<file path="src/logic/p0ps_regs.vh">
// Purpose: Constants for the port 0 upper pin function select block
// Assumes: Classic Wishbone slave, 32-bit data, byte addresses
// Notes:   Definitions only; included by bare name
`ifndef P0PS_REGS_VH
`define P0PS_REGS_VH

// ---------------------------------------------------------------
// Register map
// ---------------------------------------------------------------
`define P0PS_ADDR_HIGH_SEL  32'he002c004
`define P0PS_ADDR_LOW_SEL   32'he002c000
`define P0PS_DATA_W         32
`define P0PS_SEL_W          4
`define P0PS_ZERO_WORD      32'h00000000

// Pins 27..30 reset to analog (code 01), all others to 00
`define P0PS_HIGH_SEL_RST   32'h15400000

// ---------------------------------------------------------------
// Field layout and codes
// ---------------------------------------------------------------
`define P0PS_PINS           16
`define P0PS_FIELD_W        2
`define P0PS_CODES          4
`define P0PS_CODE_GPIO      2'h0
`define P0PS_CODE_F1        2'h1
`define P0PS_CODE_F2        2'h2
`define P0PS_CODE_F3        2'h3
`define P0PS_G              0
`define P0PS_F1             1
`define P0PS_F2             2
`define P0PS_F3             3

// Legal code masks, bit n set when code n is offered
`define P0PS_LEGAL_ALL      4'hf
`define P0PS_LEGAL_TWO      4'h3
`define P0PS_LEGAL_NONE     4'h0

// ---------------------------------------------------------------
// Bus answer state, one-hot
// ---------------------------------------------------------------
`define P0PS_ST_IDLE        2'h1
`define P0PS_ST_ACK         2'h2

`endif
</file>
<file path="src/logic/p0ps_pin_cell.v">
// Purpose: One pin of the upper port 0 function multiplexer
// Assumes: Function slot 0 is GPIO; slots 1..3 are peripherals
// Notes:   Reserved codes leave the pin undriven and unrouted
`timescale 1ns/100ps
`include "p0ps_regs.vh"

module p0ps_pin_cell (
   // Selection
   input  wire [1:0] fieldSel,
   input  wire [3:0] legalCodes,
   // GPIO side
   input  wire       gpioOut,
   input  wire       gpioDir,
   // Peripheral side, slot 0 unused
   input  wire [3:0] fnOut,
   input  wire [3:0] fnOe,
   // Pad
   input  wire       padIn,
   output reg        padOut,
   output reg        padOe,
   // Decoded selection and routed input
   output wire [3:0] codeHit,
   output wire [3:0] fnIn
);

   // One-hot decode, masked by what this pin offers
   wire [3:0] rawHit;
   assign rawHit = 4'h1 << fieldSel;
   assign codeHit = rawHit & legalCodes;         // [RULE4]

   // Pad input reaches only the selected peripheral
   assign fnIn = codeHit & {4{padIn}};

   // Output path and direction per selected function
   always @* begin
      padOut = 1'b0;
      padOe  = 1'b0;
      if (codeHit[`P0PS_G]) begin
         padOut = gpioOut;
         padOe  = gpioDir;                       // [RULE2]
      end else if (|codeHit) begin
         padOut = |(fnOut & codeHit);
         padOe  = |(fnOe & codeHit);             // [RULE3]
      end
   end

endmodule // p0ps_pin_cell

</file>
<file path="src/logic/p0ps_pin_mux.v">
// Purpose: Function select register and pin routing for port 0
//          pins 16 to 31, reached over classic Wishbone
// Assumes: One clock; pad and peripheral signals are synchronous
// Notes:   Pin mux paths are combinational; bus data is registered
//          Reserved codes float the pad and route nothing, the
//          safest reading of codes whose effect is undefined
//
// Notes on behaviour
// [RULE1]: 32-bit select word, two bits per pin
// [RULE2]: GPIO direction bit only acts in GPIO mode
// [RULE3]: Peripheral modes take output enable from peripheral
// [RULE4]: Software avoids reserved codes; undefined otherwise
// [RULE5]: Pin 16: GPIO, irq0, T0 match2, T0 cap2
// [RULE6]: Pin 17: GPIO, T1 cap2, SPI2 clock, T1 match2
// [RULE7]: Pin 18: GPIO, T1 cap3, SPI2 MISO, T1 match3
// [RULE8]: Pin 19: GPIO, T1 match2, SPI2 MOSI, T1 cap2
// [RULE9]: Pin 20: GPIO, T1 match3, SPI2 select, irq3
// [RULE10]: Pin 21: GPIO, pulse out, CAN3 rx, T1 cap3
// [RULE11]: Pin 22: GPIO, CAN3 transmit, T0 cap0, match0
// [RULE12]: Pin 23: GPIO or CAN2 receive only
// [RULE13]: Pin 24: GPIO or CAN2 transmit only
// [RULE14]: Pin 25: GPIO or CAN1 receive only
// [RULE15]: Pins 26 and 31 offer no function
// [RULE16]: Pin 27: GPIO, analog 0, T0 cap1, match1
// [RULE17]: Pin 28: GPIO, analog 1, T0 cap2, match2
// [RULE18]: Pin 29: GPIO, analog 2, T0 cap3, match3
// [RULE19]: Pin 30: GPIO, analog 3, irq3, T0 cap0
// [RULE20]: Pins 27 to 30 reset to analog
// [RULE21]: Lower pins use a separate companion register
// [RULE22]: Whole word reads back last written value
`timescale 1ns/100ps
`include "p0ps_regs.vh"

module p0ps_pin_mux (
   // System
   input  wire        clock,
   input  wire        sys_rst,
   // Wishbone slave
   input  wire [31:0] wb_adr_i,
   input  wire [31:0] wb_dat_i,
   input  wire [3:0]  wb_sel_i,
   input  wire        wb_we_i,
   input  wire        wb_stb_i,
   input  wire        wb_cyc_i,
   output reg  [31:0] wb_dat_o,
   output wire        wb_ack_o,
   // GPIO block, upper sixteen bits
   input  wire [15:0] gpioOut,
   input  wire [15:0] gpioDir,
   output wire [15:0] gpioIn,
   // Pads 16..31
   input  wire [15:0] padIn,
   output wire [15:0] padOut,
   output wire [15:0] padOe,
   // Timer 0
   input  wire [3:0]  timer0Match,
   output wire [3:0]  timer0Capture,
   // Timer 1, channels 2 and 3
   input  wire [3:2]  timer1Match,
   output wire [3:2]  timer1Capture,
   // External interrupts
   output wire        external_interrupt_line_0,
   output wire        external_interrupt_line_3,
   // Second serial peripheral port
   input  wire        spi2SckOut,
   input  wire        spi2SckOe,
   output wire        spi2SckIn,
   input  wire        spi2MisoOut,
   input  wire        spi2MisoOe,
   output wire        spi2MisoIn,
   input  wire        spi2MosiOut,
   input  wire        spi2MosiOe,
   output wire        spi2MosiIn,
   output wire        spi2SselIn,
   // Pulse width output
   input  wire        pulse_width_output_5,
   // CAN controllers
   output wire        can3_receive_line,
   input  wire        can3_transmit_line,
   output wire        can2_receive_line,
   input  wire        can2_transmit_line,
   output wire        can1_receive_line,
   // Analog input selection, high disables digital use
   output wire [3:0]  analogSelect
);

   // ------------------------------------------------------------
   // Helpers
   // ------------------------------------------------------------

   // Field k of the select word
   function [1:0] fieldOf;
      input [31:0] word;
      input integer k;
      begin
         fieldOf = word[k*`P0PS_FIELD_W +: `P0PS_FIELD_W];
      end
   endfunction

   // Address decode, used by write and read paths
   function hitHighSel;
      input [31:0] adr;
      begin
         hitHighSel = (adr == `P0PS_ADDR_HIGH_SEL);
      end
   endfunction

   // ------------------------------------------------------------
   // Bus slave
   // ------------------------------------------------------------
   localparam [1:0] ST_IDLE = `P0PS_ST_IDLE;
   localparam [1:0] ST_ACK  = `P0PS_ST_ACK;

   // Reset word as a parameter, so each byte lane slices it
   localparam [31:0] HIGH_SEL_RST = `P0PS_HIGH_SEL_RST;

   reg  [1:0]  busState;
   reg  [1:0]  next_busState;
   reg  [31:0] highSel;
   wire        busReq;
   wire        take;
   wire        selHit;

   // Requests are taken only from idle; the cycle after ack is
   // always idle, which gives the master time to drop stb
   assign busReq = wb_cyc_i & wb_stb_i;
   assign take   = busReq & busState[0];
   assign selHit = hitHighSel(wb_adr_i);          // [RULE1]
   assign wb_ack_o = busState[1];

   // Answer one cycle after taking, then drop for one cycle
   always @* begin
      case (busState)
         ST_IDLE: next_busState = busReq ? ST_ACK : ST_IDLE;
         ST_ACK:  next_busState = ST_IDLE;
         default: next_busState = ST_IDLE;
      endcase
   end

   always @(posedge clock or posedge sys_rst) begin
      if (sys_rst) begin
         busState <= ST_IDLE;
      end else begin
         busState <= next_busState;
      end
   end

   // Select word; byte lanes honoured, whole word storable
   // The companion low-pin word is not decoded here [RULE21]
   genvar b;
   generate
      for (b = 0; b < `P0PS_SEL_W; b = b + 1) begin : gLane
         always @(posedge clock or posedge sys_rst) begin
            if (sys_rst) begin
               highSel[b*8 +: 8] <= HIGH_SEL_RST[b*8 +: 8]; // [RULE20]
            end else if (take & wb_we_i & selHit & wb_sel_i[b]) begin
               highSel[b*8 +: 8] <= wb_dat_i[b*8 +: 8]; // [RULE22]
            end
         end
      end
   endgenerate

   // Read data latched with the answer; unmapped reads give zero
   // It is reloaded on every taken cycle, writes included, and never shows live pin levels
   always @(posedge clock or posedge sys_rst) begin
      if (sys_rst) begin
         wb_dat_o <= `P0PS_ZERO_WORD;
      end else if (take) begin
         wb_dat_o <= selHit ? highSel
                            : `P0PS_ZERO_WORD;    // [RULE22]
      end
   end

   // ------------------------------------------------------------
   // Per-pin function tables, slot order {f3, f2, f1, gpio}
   // ------------------------------------------------------------
   wire [3:0] fo16, fo17, fo18, fo19, fo20, fo21, fo22, fo23;
   wire [3:0] fo24, fo25, fo26, fo27, fo28, fo29, fo30, fo31;
   wire [3:0] fe16, fe17, fe18, fe19, fe20, fe21, fe22, fe23;
   wire [3:0] fe24, fe25, fe26, fe27, fe28, fe29, fe30, fe31;

   // Output-only slots drive their enable high, input-only
   // slots low; the serial lines keep their controller's
   // enable, since that controller decides when it drives
   
   // Pin 16: interrupt in, match out, capture in
   assign fo16 = {1'b0, timer0Match[2], 1'b0, 1'b0};      // [RULE5]
   assign fe16 = {1'b0, 1'b1, 1'b0, 1'b0};

   // Pin 17: capture in, clock both ways, match out
   assign fo17 = {timer1Match[2], spi2SckOut, 1'b0, 1'b0}; // [RULE6]
   assign fe17 = {1'b1, spi2SckOe, 1'b0, 1'b0};

   // Pin 18: capture in, MISO both ways, match out
   assign fo18 = {timer1Match[3], spi2MisoOut, 1'b0, 1'b0};// [RULE7]
   assign fe18 = {1'b1, spi2MisoOe, 1'b0, 1'b0};

   // Pin 19: match out, MOSI both ways, capture in
   assign fo19 = {1'b0, spi2MosiOut, timer1Match[2], 1'b0};// [RULE8]
   assign fe19 = {1'b0, spi2MosiOe, 1'b1, 1'b0};

   // Pin 20: match out, select in, interrupt in
   assign fo20 = {1'b0, 1'b0, timer1Match[3], 1'b0};      // [RULE9]
   assign fe20 = {1'b0, 1'b0, 1'b1, 1'b0};

   // Pin 21: PWM out, CAN receive in, capture in
   assign fo21 = {1'b0, 1'b0, pulse_width_output_5, 1'b0};// [RULE10]
   assign fe21 = {1'b0, 1'b0, 1'b1, 1'b0};

   // Pin 22: CAN transmit out, capture in, match out
   assign fo22 = {timer0Match[0], 1'b0, can3_transmit_line,
                  1'b0};                                   // [RULE11]
   assign fe22 = {1'b1, 1'b0, 1'b1, 1'b0};

   // Pin 23: CAN 2 receive in, upper codes reserved
   assign fo23 = 4'h0;                                     // [RULE12]
   assign fe23 = 4'h0;

   // Pin 24: CAN 2 transmit out
   assign fo24 = {1'b0, 1'b0, can2_transmit_line, 1'b0};  // [RULE13]
   assign fe24 = {1'b0, 1'b0, 1'b1, 1'b0};

   // Pin 25: CAN 1 receive in
   assign fo25 = 4'h0;                                     // [RULE14]
   assign fe25 = 4'h0;

   // Pins 26 and 31 carry nothing
   assign fo26 = 4'h0;                                     // [RULE15]
   assign fe26 = 4'h0;
   assign fo31 = 4'h0;
   assign fe31 = 4'h0;

   // Pins 27..29: analog, capture in, match out
   assign fo27 = {timer0Match[1], 1'b0, 1'b0, 1'b0};      // [RULE16]
   assign fe27 = {1'b1, 1'b0, 1'b0, 1'b0};
   assign fo28 = {timer0Match[2], 1'b0, 1'b0, 1'b0};      // [RULE17]
   assign fe28 = {1'b1, 1'b0, 1'b0, 1'b0};
   assign fo29 = {timer0Match[3], 1'b0, 1'b0, 1'b0};      // [RULE18]
   assign fe29 = {1'b1, 1'b0, 1'b0, 1'b0};

   // Pin 30: analog, interrupt in, capture in; all inputs
   assign fo30 = 4'h0;                                     // [RULE19]
   assign fe30 = 4'h0;

   wire [63:0] fnOutAll;
   wire [63:0] fnOeAll;
   wire [63:0] legalAll;

   // Flattened, pin 16 in the lowest nibble
   assign fnOutAll = {fo31, fo30, fo29, fo28, fo27, fo26, fo25, fo24,
                      fo23, fo22, fo21, fo20, fo19, fo18, fo17, fo16};
   assign fnOeAll  = {fe31, fe30, fe29, fe28, fe27, fe26, fe25, fe24,
                      fe23, fe22, fe21, fe20, fe19, fe18, fe17, fe16};

   // Reserved codes are masked off, so the pin floats [RULE4]
   assign legalAll = {`P0PS_LEGAL_NONE, `P0PS_LEGAL_ALL,
                      `P0PS_LEGAL_ALL,  `P0PS_LEGAL_ALL,
                      `P0PS_LEGAL_ALL,  `P0PS_LEGAL_NONE,
                      `P0PS_LEGAL_TWO,  `P0PS_LEGAL_TWO,
                      `P0PS_LEGAL_TWO,  `P0PS_LEGAL_ALL,
                      `P0PS_LEGAL_ALL,  `P0PS_LEGAL_ALL,
                      `P0PS_LEGAL_ALL,  `P0PS_LEGAL_ALL,
                      `P0PS_LEGAL_ALL,  `P0PS_LEGAL_ALL};

   // ------------------------------------------------------------
   // Pin cells
   // ------------------------------------------------------------
   wire [63:0] hitAll;
   wire [63:0] inAll;

   // Pins 26 and 31 have no legal code, GPIO included, so
   // their pads stay undriven whatever the field holds
   genvar k;
   generate
      for (k = 0; k < `P0PS_PINS; k = k + 1) begin : gPin
         p0ps_pin_cell uCell (
            .fieldSel   (fieldOf(highSel, k)),   // [RULE1]
            .legalCodes (legalAll[k*4 +: 4]),
            .gpioOut    (gpioOut[k]),
            .gpioDir    (gpioDir[k]),            // [RULE2]
            .fnOut      (fnOutAll[k*4 +: 4]),
            .fnOe       (fnOeAll[k*4 +: 4]),     // [RULE3]
            .padIn      (padIn[k]),
            .padOut     (padOut[k]),
            .padOe      (padOe[k]),
            .codeHit    (hitAll[k*4 +: 4]),
            .fnIn       (inAll[k*4 +: 4])
         );
      end
   endgenerate

   // GPIO always sees the pad level
   assign gpioIn = padIn;

   // ------------------------------------------------------------
   // Routed peripheral inputs
   // ------------------------------------------------------------
   wire [3:0] in16, in17, in18, in19, in20, in21, in22, in23;
   wire [3:0] in24, in25, in26, in27, in28, in29, in30, in31;
   wire [3:0] ht27, ht28, ht29, ht30;

   assign {in31, in30, in29, in28, in27, in26, in25, in24,
           in23, in22, in21, in20, in19, in18, in17, in16} = inAll;
   assign ht27 = hitAll[44 +: 4];
   assign ht28 = hitAll[48 +: 4];
   assign ht29 = hitAll[52 +: 4];
   assign ht30 = hitAll[56 +: 4];

   // Several pins may feed one input; they are ORed, so an
   // idle deselected pin never masks an active one
   assign external_interrupt_line_0 = in16[`P0PS_F1];     // [RULE5]
   assign external_interrupt_line_3 = in20[`P0PS_F3]      // [RULE9]
                                    | in30[`P0PS_F2];     // [RULE19]

   assign timer0Capture[0] = in22[`P0PS_F2]               // [RULE11]
                           | in30[`P0PS_F3];              // [RULE19]
   assign timer0Capture[1] = in27[`P0PS_F2];              // [RULE16]
   assign timer0Capture[2] = in16[`P0PS_F3]               // [RULE5]
                           | in28[`P0PS_F2];              // [RULE17]
   assign timer0Capture[3] = in29[`P0PS_F2];              // [RULE18]

   assign timer1Capture[2] = in17[`P0PS_F1]               // [RULE6]
                           | in19[`P0PS_F3];              // [RULE8]
   assign timer1Capture[3] = in18[`P0PS_F1]               // [RULE7]
                           | in21[`P0PS_F3];              // [RULE10]

   assign spi2SckIn  = in17[`P0PS_F2];                    // [RULE6]
   assign spi2MisoIn = in18[`P0PS_F2];                    // [RULE7]
   assign spi2MosiIn = in19[`P0PS_F2];                    // [RULE8]
   assign spi2SselIn = in20[`P0PS_F2];                    // [RULE9]

   assign can3_receive_line = in21[`P0PS_F2];             // [RULE10]
   assign can2_receive_line = in23[`P0PS_F1];             // [RULE12]
   assign can1_receive_line = in25[`P0PS_F1];             // [RULE14]

   // ------------------------------------------------------------
   // Analog channels
   // ------------------------------------------------------------
   // Code 01 on pins 27..30 hands the pad to the converter
   assign analogSelect = {ht30[`P0PS_F1], ht29[`P0PS_F1],
                          ht28[`P0PS_F1],
                          ht27[`P0PS_F1]};                 // [RULE20]

endmodule // p0ps_pin_mux

</file>
<file path="config.mk">
export PLATFORM = sky130hd
export DESIGN_NAME = p0ps_pin_mux
export DESIGN_NICKNAME = d
export VERILOG_FILES = /design/src/logic/p0ps_pin_cell.v /design/src/logic/p0ps_pin_mux.v
export VERILOG_INCLUDE_DIRS = /design/src /design/src/logic
export SDC_FILE = /design/constraint.sdc
export NUM_CORES = 1
export LEC_CHECK = 0
export BUFFER_PORTS_ARGS = -buffer_cell sky130_fd_sc_hd__clkbuf_2
export CORE_AREA = 4 4 105 107
export DETAILED_ROUTE_END_ITERATION = 10
export DIE_AREA = 0 0 109 111
export PLACE_DENSITY = 0.77
export SYNTH_ARGS = -nofsm -noshare
export SYNTH_HDL_FRONTEND = slang
export SYNTH_SLANG_ARGS = --single-unit
</file>
<file path="constraint.sdc">
create_clock -name clock -period 2.8 [get_ports clock]
set_input_delay 0.84 -clock clock [delete_from_list [all_inputs] [get_ports clock]]
set_output_delay 0.84 -clock clock [all_outputs]
set_load 0.01 [all_outputs]
</file>
==> results.json, run 1 <==
{
  "status": "complete, no violations",
  "clk_latency_ps": 330,
  "syn-instance-count": 314,
  "critPathRequiredTime_ps": 3010,
  "dp_hpwl_um": 7910,
  "die_h_um": 111,
  "routed_wl_um": 9900,
  "cts.clk_slew.worst_paths_ps": 70,
  "drive_gt1_share_pct": 58.0,
  "p_seq_share_pct": 44.2,
  "cellLeakagePower_nw": 2.67,
  "p_int_w": 0.00170,
  "avgSynthCellArea_um2": 11.0,
  "area_growth_pct": 37.2,
  "cts_setup_buffers": 0,
  "fin_cells": 648,
  "rr_startpoint": "busState[0]",
  "vias": 3065,
  "synth.distinct_cells": 29,
  "grt_overflow": 0,
  "grt_max_degree": 40,
  "die_w_um": 109,
  "drc": 0,
  "finalSetupTns_ps": 0,
  "worst_r2r_path_depth": 5,
  "cts_tree": "yes",
  "netlist_top_cells_area": "dfrtp_1 44%, mux2_2 11%, buf_4 10%",
  "synth_area_um2": 3460,
  "p_sw_w": 0.000465,
  "crit_path_start_kind": "input pin",
  "ys.warnings.count": 0,
  "worstSetupPathType": "in2reg",
  "first_iter_violations": 176,
  "min_path_cells": 1,
  "ir_drop_uv": 376,
  "core-area_um2": 10100,
  "portBuffers": 221,
  "antenna_found_initial": 0,
  "cp.arrival_ps": 2610,
  "place_congestion": 0.899,
  "timing.fmax_mhz": 417,
  "netlist.area_leader.share_pct": 44.2,
  "finalClockSkew_ps": 5.55,
  "yosys.area.top_type": "dfrtp_1",
  "cts_max_path_buffers": 2,
  "dp_cells": 632,
  "slew_viol_final": 0,
  "r2r_end": "highSel[23]",
  "finalCritPeriodShare_pct": 85.7,
  "vias_per_cell": 4.73,
  "fin_crit_ps": 2400,
  "rrSetupSlack_ps": 930,
  "comb_power_share_pct": 9.7,
  "finalHoldViolCount": 0,
  "start_util_pct": 34.1,
  "min_to": "busState[1]",
  "end_kind": "flop",
  "nets": 643,
  "antenna_left": 0,
  "io_pins": 236,
  "pwr-share-clk_pct": 46.1,
  "drtPass1Iterations": 4,
  "rsz0062_at_grt": "no",
  "swShare_pct": 21.5,
  "grt_usage_pct": 16.1,
  "seq_area_frac_synth_pct": 48.0,
  "power_density_nw_per_um2": 456,
  "cts-htree-levels": 3,
  "grt_pass1_vias": 3215,
  "root_buffer": "clkbuf_8",
  "min_from": "busState[1]",
  "setup_viol": 0,
  "die_area_um2": 12100,
  "clkSinkCount": 66,
  "grt_pass1_wl_um": 15600,
  "cp_max_fo": 6,
  "cts_buffers": 9,
  "synth-seq-cells": 66,
  "cts_resized": 0,
  "min_path_type": "reg2reg",
  "cts_hold_buf": 0,
  "diodes": 0,
  "maxCapViolCount": 0,
  "final_util_pct": 46.8,
  "wl_per_cell_um": 15.3,
  "rows": 37
}
==> cell usage in the layout (no fill, tap or decap), drive strengths merged <==
| master | count |
|---|---|
| a21o | 1 |
| a22o | 35 |
| and3 | 1 |
| and3b | 3 |
| buf | 12 |
| bufinv | 3 |
| clkbuf | 232 |
| clkinv | 2 |
| conb | 4 |
| dfrtp | 61 |
| dfstp | 5 |
| inv | 3 |
| mux2 | 35 |
| mux2i | 5 |
| nand2 | 38 |
| nand3 | 11 |
| nand4 | 1 |
| nor2 | 27 |
| nor2b | 5 |
| nor3 | 1 |
| nor3b | 6 |
| nor4 | 7 |
| nor4b | 3 |
| nor4bb | 2 |
| o21ai | 9 |
==> metrics by stage <==
step                      hold slack (ps)  cell area [µm²]  worst slack [ps]  total power [W]
after floorplan                       462             3470               306          0.00109
after global placement                440             4490               129          0.00118
after detailed placement              443             4490              76.4          0.00119
after CTS                             459             4740               418          0.00220
after global routing                  487             4740               363          0.00226
final                                 454             4740               401          0.00216
==> final cells by class <==
type / count / area (µm²)
Multi-Input combinational cell: 194 / 1420
Inverter: 3 / 11.3
Timing Repair Buffer: 233 / 1230
Clock inverter: 5 / 100
Tap cell: 136 / 170
Clock buffer: 11 / 151
Sequential cell: 66 / 1660
Fill cell: 953 / 5400
==> worst max-delay path, cell delays in order <==
cell and delay [ps]:
clkbuf_2 90, nor4bb_1 360, nand4_2 360, nor4_4 400, buf_4 210, mux2_2 340
==> worst max path at each step <==
stage | startpoint | endpoint | slack [ps] | cells past startpoint
6_report | wb_adr_i[13] | highSel[23] | 400 | 6
5_1_grt | wb_adr_i[13] | highSel[18] | 360 | 6
4_1_cts | wb_adr_i[13] | highSel[23] | 420 | 6
3_5_place_dp | wb_adr_i[13] | highSel[4] | 80 | 6
3_3_place_gp | wb_adr_i[13] | highSel[7] | 130 | 6
2_1_floorplan | sys_rst | busState[1] | 310 | 1
==> cells in the mapped netlist <==
cell / instances
mux2i_1: 5
a21o_1: 1
nor4b_2: 1
nor4_4: 4
nand3_2: 1
conb_1: 1
mux2_1: 2
and3b_1: 3
nor2_1: 27
nor3b_1: 6
o21ai_0: 9
nand4_2: 1
nor4b_1: 2
and3_1: 1
nor3_1: 1
nor4bb_1: 2
nand2_1: 38
clkbuf_1: 3
nor4_1: 2
mux2_2: 33
inv_1: 3
dfstp_2: 5
nor4_2: 1
nand3_1: 10
nor2b_1: 5
buf_2: 3
buf_4: 48
a22o_1: 35
dfrtp_1: 61
==> power by group through the flow <==
stage / clock [W] / sequential [W] / combinational, W
floorplan: 0 / 0.000975 / 0.000120
global placement: 0 / 0.000974 / 0.000206
detailed placement: 0 / 0.000974 / 0.000212
CTS: 0.00104 / 0.000956 / 0.000213
global route: 0.00107 / 0.000956 / 0.000234
finish: 0.000996 / 0.000956 / 0.000209
==> cells by family after synthesis <==
family / count (synthesis) / synth area share (%)
AOI/OAI and AO/OA: 45 / 10.4
buffers and inverters: 57 / 11.5
DFF: 66 / 48.0
muxes: 40 / 12.9
other: 1 / 0.109
and+or+nand+nor: 105 / 17.2
==> state kept, by name, indices dropped and copies added (netlist names) <==
register / count
highSel: 32
busState: 2
wb_dat_o: 32
==> layer usage <==
layer  share of wire [%]  track usage, %  vias to the layer above
met5                   0               0                        -
met4                 2.0            4.46                        0
met3                 7.2            5.01                       20
met2                  54            29.2                      106
met1                  37            17.8                     1486
li1                    -               -                     1453
No activity file was read; power rests on OpenSTA's default activity.
==> run 2: changes to the inputs <==
- CELL_PAD_IN_SITES_DETAIL_PLACEMENT: unset -> 0
- CELL_PAD_IN_SITES_GLOBAL_PLACEMENT: unset -> 1
- CORE_AREA: 4 4 105 107 -> 4 4 113 115
- DIE_AREA: 0 0 109 111 -> 0 0 117 119
- PLACE_DENSITY: 0.77 -> 0.88
==> run 2 against run 1 <==
Net effect: critical endpoint is now padOut[6]; die area up 15%; critical path type is now in2out; non-clock buffer count down 2; largest cell class unchanged; critical path depth down 2.
==> results.json, run 2 (same netlist as run 1, synthesis figures left out) <==
{
  "status": "complete, no violations",
  "pwr-share-clk_pct": 49.2,
  "crit_chain": "clkbuf_2 > mux2_2 > a22o_1 > clkbuf_2",
  "comb_power_share_pct": 9.1,
  "p_sw_w": 0.000524,
  "drive_gt1_share_pct": 57.8,
  "cellLeakagePower_nw": 2.68,
  "cts_hold_buf": 0,
  "rsz0062_at_grt": "no",
  "slew_viol_final": 0,
  "cts_resized": 0,
  "slew_headroom_pct": 60.1,
  "vias_per_cell": 4.61,
  "rr_startpoint": "busState[0]",
  "portBuffers": 221,
  "wl_per_cell_um": 14.9,
  "cts.clk_slew.worst_paths_ps": 60,
  "worstSetupPathType": "in2out",
  "min_to": "busState[1]",
  "min_path_type": "reg2reg",
  "top_regs": "highSel: 32 flops, wb_dat_o: 32 flops, busState: 2 flops",
  "cts_max_path_buffers": 2,
  "vias": 3030,
  "p_int_w": 0.00177,
  "grt-busiest-layer": "met2",
  "routed_wl_um": 9790,
  "cts_setup_buffers": 0,
  "finalHoldViolCount": 0,
  "worst_pin_slew_ps": 598,
  "crit_path_start_kind": "input pin",
  "antenna_found_initial": 0,
  "fin_crit_ps": 2370,
  "min_from": "busState[1]",
  "place_congestion": 0.829,
  "cp_slowest_cell": "mux2_2",
  "layout_common_cells": "221 x clkbuf_2, 61 x dfrtp_1, 38 x nand2_1",
  "end_kind": "output pin",
  "clkSinkCount": 66,
  "antenna_left": 0,
  "grt_pass1_wl_um": 15000,
  "root_buffer": "clkbuf_16",
  "swShare_pct": 22.8,
  "clk_latency_ps": 320,
  "grt_max_degree": 41,
  "cp_max_fo": 1,
  "cts-htree-levels": 3,
  "grt_use_met1_pct": 16.2,
  "die_w_um": 117,
  "finalPower_w": 0.00230,
  "drc": 0,
  "area_growth_pct": 39.1,
  "maxCapViolCount": 0,
  "min_path_cells": 1,
  "die_h_um": 119,
  "finalCritPeriodShare_pct": 84.7,
  "use_met2_pct": 23.7,
  "nets": 641,
  "r2r_end": "highSel[31]",
  "cp.arrival_ps": 1530,
  "start_util_pct": 29.3,
  "setup_viol": 0,
  "final_common_cell": "clkbuf_2",
  "diodes": 0,
  "core-area_um2": 11800,
  "dp_hpwl_um": 7830,
  "power_density_nw_per_um2": 478,
  "cts_tree": "yes",
  "rows": 40,
  "p_seq_share_pct": 41.7,
  "die_area_um2": 13900,
  "cts_buffers": 9,
  "finalClockSkew_ps": 6.17,
  "ir_drop_uv": 277,
  "path_common_cell": "clkbuf_2",
  "first_iter_violations": 99,
  "cp_slowest_stage_delay_ps": 260,
  "grt_overflow": 0,
  "finalSetupTns_ps": 0,
  "grt_usage_pct": 13.6,
  "io_pins": 236,
  "drtPass1Iterations": 4,
  "grt_pass1_vias": 3075,
  "nFillCells": 1156,
  "timing.fmax_mhz": 422,
  "grtUsageMet3_pct": 2.79,
  "critPathRequiredTime_ps": 1960,
  "rrSetupSlack_ps": 900,
  "worst_r2r_path_depth": 5
}
run 2: worst max-delay path: cells and delay by family:
kind	cells	cell delay (ps)
multiplexers	1	260
buffers and inverters	2	210
AO/OA/AOI/OAI	1	230
run 2: stage by stage:
stage	cell area (µm²)	utilization [%]	hold WS, ps	worst slack, ps	std cells
global placement	4500	38.1	451	132	641
floorplan	3470	-	462	306	317
finish	4810	40.7	456	429	657
global route	4810	40.7	496	344	657
CTS	4810	40.7	454	421	657
detailed placement	4500	38.1	436	90.5	641
run 2: per-layer routing:
layer,up-vias,routed length [µm]
met2,103,5000
met5,-,0
met1,1455,4030
li1,1453,-
met4,0,204
met3,19,555
run 2: how the worst max path moves through the flow:
stage / start / to / cells past startpoint / slack, ps
2_1_floorplan: sys_rst / busState[1] / 1 / 310
3_3_place_gp: wb_adr_i[14] / highSel[25] / 6 / 130
3_5_place_dp: wb_adr_i[13] / highSel[31] / 6 / 90
4_1_cts: timer0Match[0] / padOut[6] / 4 / 420
5_1_grt: wb_adr_i[13] / highSel[27] / 6 / 340
6_report: timer0Match[0] / padOut[6] / 4 / 430
run 2: layout make-up:
cell class / instances / area, µm² / area share (%)
Timing Repair Buffer: 231 / 1230 / 25.6
Tap cell: 147 / 184 / 3.83
Inverter: 3 / 11.3 / 0.234
Multi-Input combinational cell: 194 / 1420 / 29.5
Clock inverter: 6 / 66.3 / 1.38
Sequential cell: 66 / 1660 / 34.5
Clock buffer: 10 / 239 / 4.97
run 2: power groups by stage:
stage	clock network, W	logic, W	registers [W]
2_1_floorplan	0	0.000120	0.000975
3_3_place_gp	0	0.000207	0.000974
3_5_place_dp	0	0.000214	0.000974
4_1_cts	0.00118	0.000215	0.000957
5_1_grt	0.00121	0.000234	0.000957
6_report	0.00113	0.000210	0.000958
==> run 3: changes to the inputs <==
- ABC_AREA: unset -> 1
- CORE_AREA: 4 4 113 115 -> 4 4 121 123
- DIE_AREA: 0 0 117 119 -> 0 0 125 127
- clock period: 2.8 -> 2.38 ns (I/O delays scaled with it)
==> run 3 against run 2 <==
Net effect: final area rose by 8.2%; sequential power rose by 18%; synthesized area rose by 12%; register-to-register slack got worse by 40 ps; worst hold slack got worse by 100 ps; critical path type is now reg2out; highest routed layer unchanged.
==> results.json, run 3 <==
{
  "final_util_pct": 38.0,
  "ir_drop_uv": 277,
  "slew_viol_final": 0,
  "diodes": 0,
  "top_regs": "highSel: 32 flops, wb_dat_o: 32 flops, busState: 2 flops",
  "synthArstFlopShare_pct": 100,
  "power_density_nw_per_um2": 551,
  "cts_resized": 0,
  "cts-htree-levels": 3,
  "worstSetupPathType": "reg2out",
  "io_pins": 236,
  "cts_hold_buf": 0,
  "end_kind": "output pin",
  "cts.clk_slew.worst_paths_ps": 60,
  "yosys.area.top_type": "dfrtp_1",
  "ys_top_cells_by_count": "164 x nand2_1, 61 x dfrtp_1, 51 x buf_4",
  "finalCritPeriodShare_pct": 89.5,
  "finalClockSkew_ps": 4.65,
  "final_common_cell": "clkbuf_2",
  "cp.arrival_ps": 1420,
  "rows": 43,
  "die_h_um": 127,
  "netlist_top_cells_area": "dfrtp_1 40%, nand2_1 16%, buf_4 9.9%",
  "drive_gt1_share_pct": 39.9,
  "grt_overflow": 0,
  "die_area_um2": 15900,
  "avgSynthCellArea_um2": 7.66,
  "portBuffers": 221,
  "status": "complete, no violations",
  "pre_cts_slack_ps": 370,
  "antenna_left": 0,
  "dp_hpwl_um": 9390,
  "r2r_end": "highSel[21]",
  "cts_max_path_buffers": 2,
  "drc": 0,
  "setup_viol": 0,
  "routed_wl_um": 12000,
  "first_iter_violations": 181,
  "cellLeakagePower_nw": 3.02,
  "vias": 3883,
  "clk_latency_ps": 330,
  "synth.distinct_cells": 27,
  "grt_usage_pct": 14.8,
  "setup_ws_ps": 250,
  "area_growth_pct": 34.7,
  "cp-startpoint": "highSel[23]",
  "syn-instance-count": 504,
  "root_buffer": "clkbuf_16",
  "cp_max_fo": 7,
  "core-area_um2": 13700,
  "antenna_found_initial": 0,
  "grt_max_degree": 34,
  "timing.fmax_mhz": 469,
  "hold_ws_ps": 352,
  "critPathRequiredTime_ps": 1670,
  "crit_path_start_kind": "flop",
  "finalSetupTns_ps": 0,
  "min_path_type": "in2async",
  "nets": 820,
  "seq_area_frac_synth_pct": 43.0,
  "wl_per_cell_um": 13.8,
  "ys.flop_type": "dfrtp_1",
  "drtPass1Iterations": 5,
  "synth_edf_count": 0,
  "vias_per_cell": 4.47,
  "die_w_um": 125,
  "path_delay_family": "flip-flops",
  "cts_setup_buffers": 0,
  "clkSinkCount": 66,
  "cp_slowest_cell": "dfrtp_1",
  "finalHoldViolCount": 0,
  "synth_area_um2": 3860,
  "path_depth": 3,
  "start_util_pct": 28.2,
  "cts_buffers": 9,
  "layout_common_cells": "221 x clkbuf_2, 164 x nand2_1, 61 x dfrtp_1",
  "cts_tree": "yes",
  "ys.warnings.count": 0,
  "fin_crit_ps": 2130,
  "critPathBufInv": 1,
  "cp-endpoint": "padOe[11]",
  "grt_pass1_wl_um": 19000,
  "netlist.area_leader.share_pct": 39.6,
  "rsz0062_at_grt": "no",
  "maxCapViolCount": 0,
  "place_congestion": 0.735,
  "grt_pass1_vias": 3745,
  "synth_most_common_cell": "nand2_1",
  "synth-seq-cells": 66,
  "rr_startpoint": "busState[0]",
  "rrSetupSlack_ps": 860,
  "cp_slowest_stage_delay_ps": 460,
  "worst_r2r_path_depth": 6,
  "crit_chain": "or2_2 > o21ai_0 > clkbuf_2"
}
-- run 3: changes by cell type after synthesis, sizes merged, moves of 9 or more --
cell,change
nand2,+128
a22o,-35
mux2,-35
nand3,+35
nand4,+32
inv,+30
nor2,+29
o21ai,+10
buf,+9
-- run 3: kinds of logic (layout without fill, tap and decap cells) --
kind of cell	Yosys count	after routing	synth area share, %
AND/OR/NAND/NOR	311	311	37.4
buffers and inverters	100	282	15.8
flip-flops	66	66	43.0
AO/OA/AOI/OAI	26	26	3.79
other	1	4	0.0972
-- run 3: power by group --
part           switching, W  leakage, nW  internal (W)  total [W]
Sequential      0.000000882        0.904       0.00113    0.00113
Combinational      0.000160         1.96      0.000129   0.000289
Clock              0.000501        0.159      0.000947    0.00145
-- run 3: area by class of cell --
type	instances	area, µm²
clock inverters	6	90.1
flip-flops and latches	66	1660
repair buffers	233	1260
clock buffers	10	239
well taps	180	225
fillers	1469	8470
multi-input cells	341	1600
inverters	33	124
-- run 3: stage by stage --
step	instances	cell area [µm²]	power [W]
3_3_place_gp	853	4870	0.00144
6_report	869	5200	0.00286
5_1_grt	869	5200	0.00299
3_5_place_dp	853	4870	0.00144
4_1_cts	869	5200	0.00291
2_1_floorplan	507	3870	0.00132
-- run 3: how the worst min path moves through the flow --
| stage | startpoint | to | slack, ps | cells after the start |
|---|---|---|---|---|
| 5_1_grt | sys_rst | wb_dat_o[22] | 380 | 2 |
| 3_5_place_dp | busState[1] | busState[1] | 440 | 1 |
| 4_1_cts | sys_rst | wb_dat_o[22] | 350 | 2 |
| 6_report | sys_rst | wb_dat_o[21] | 350 | 2 |
| 3_3_place_gp | busState[1] | busState[1] | 430 | 1 |
| 2_1_floorplan | highSel[20] | highSel[20] | 440 | 2 |
-- run 3: metal layers --
metal  vias up  GRT usage [%]  part of all wire, %
met1      1770           18.9                   44
li1       1946              -                    -
met2       158           24.5                   48
met3         9           3.85                  7.4
met5         -              0                    0
met4         0           4.59                  1.2
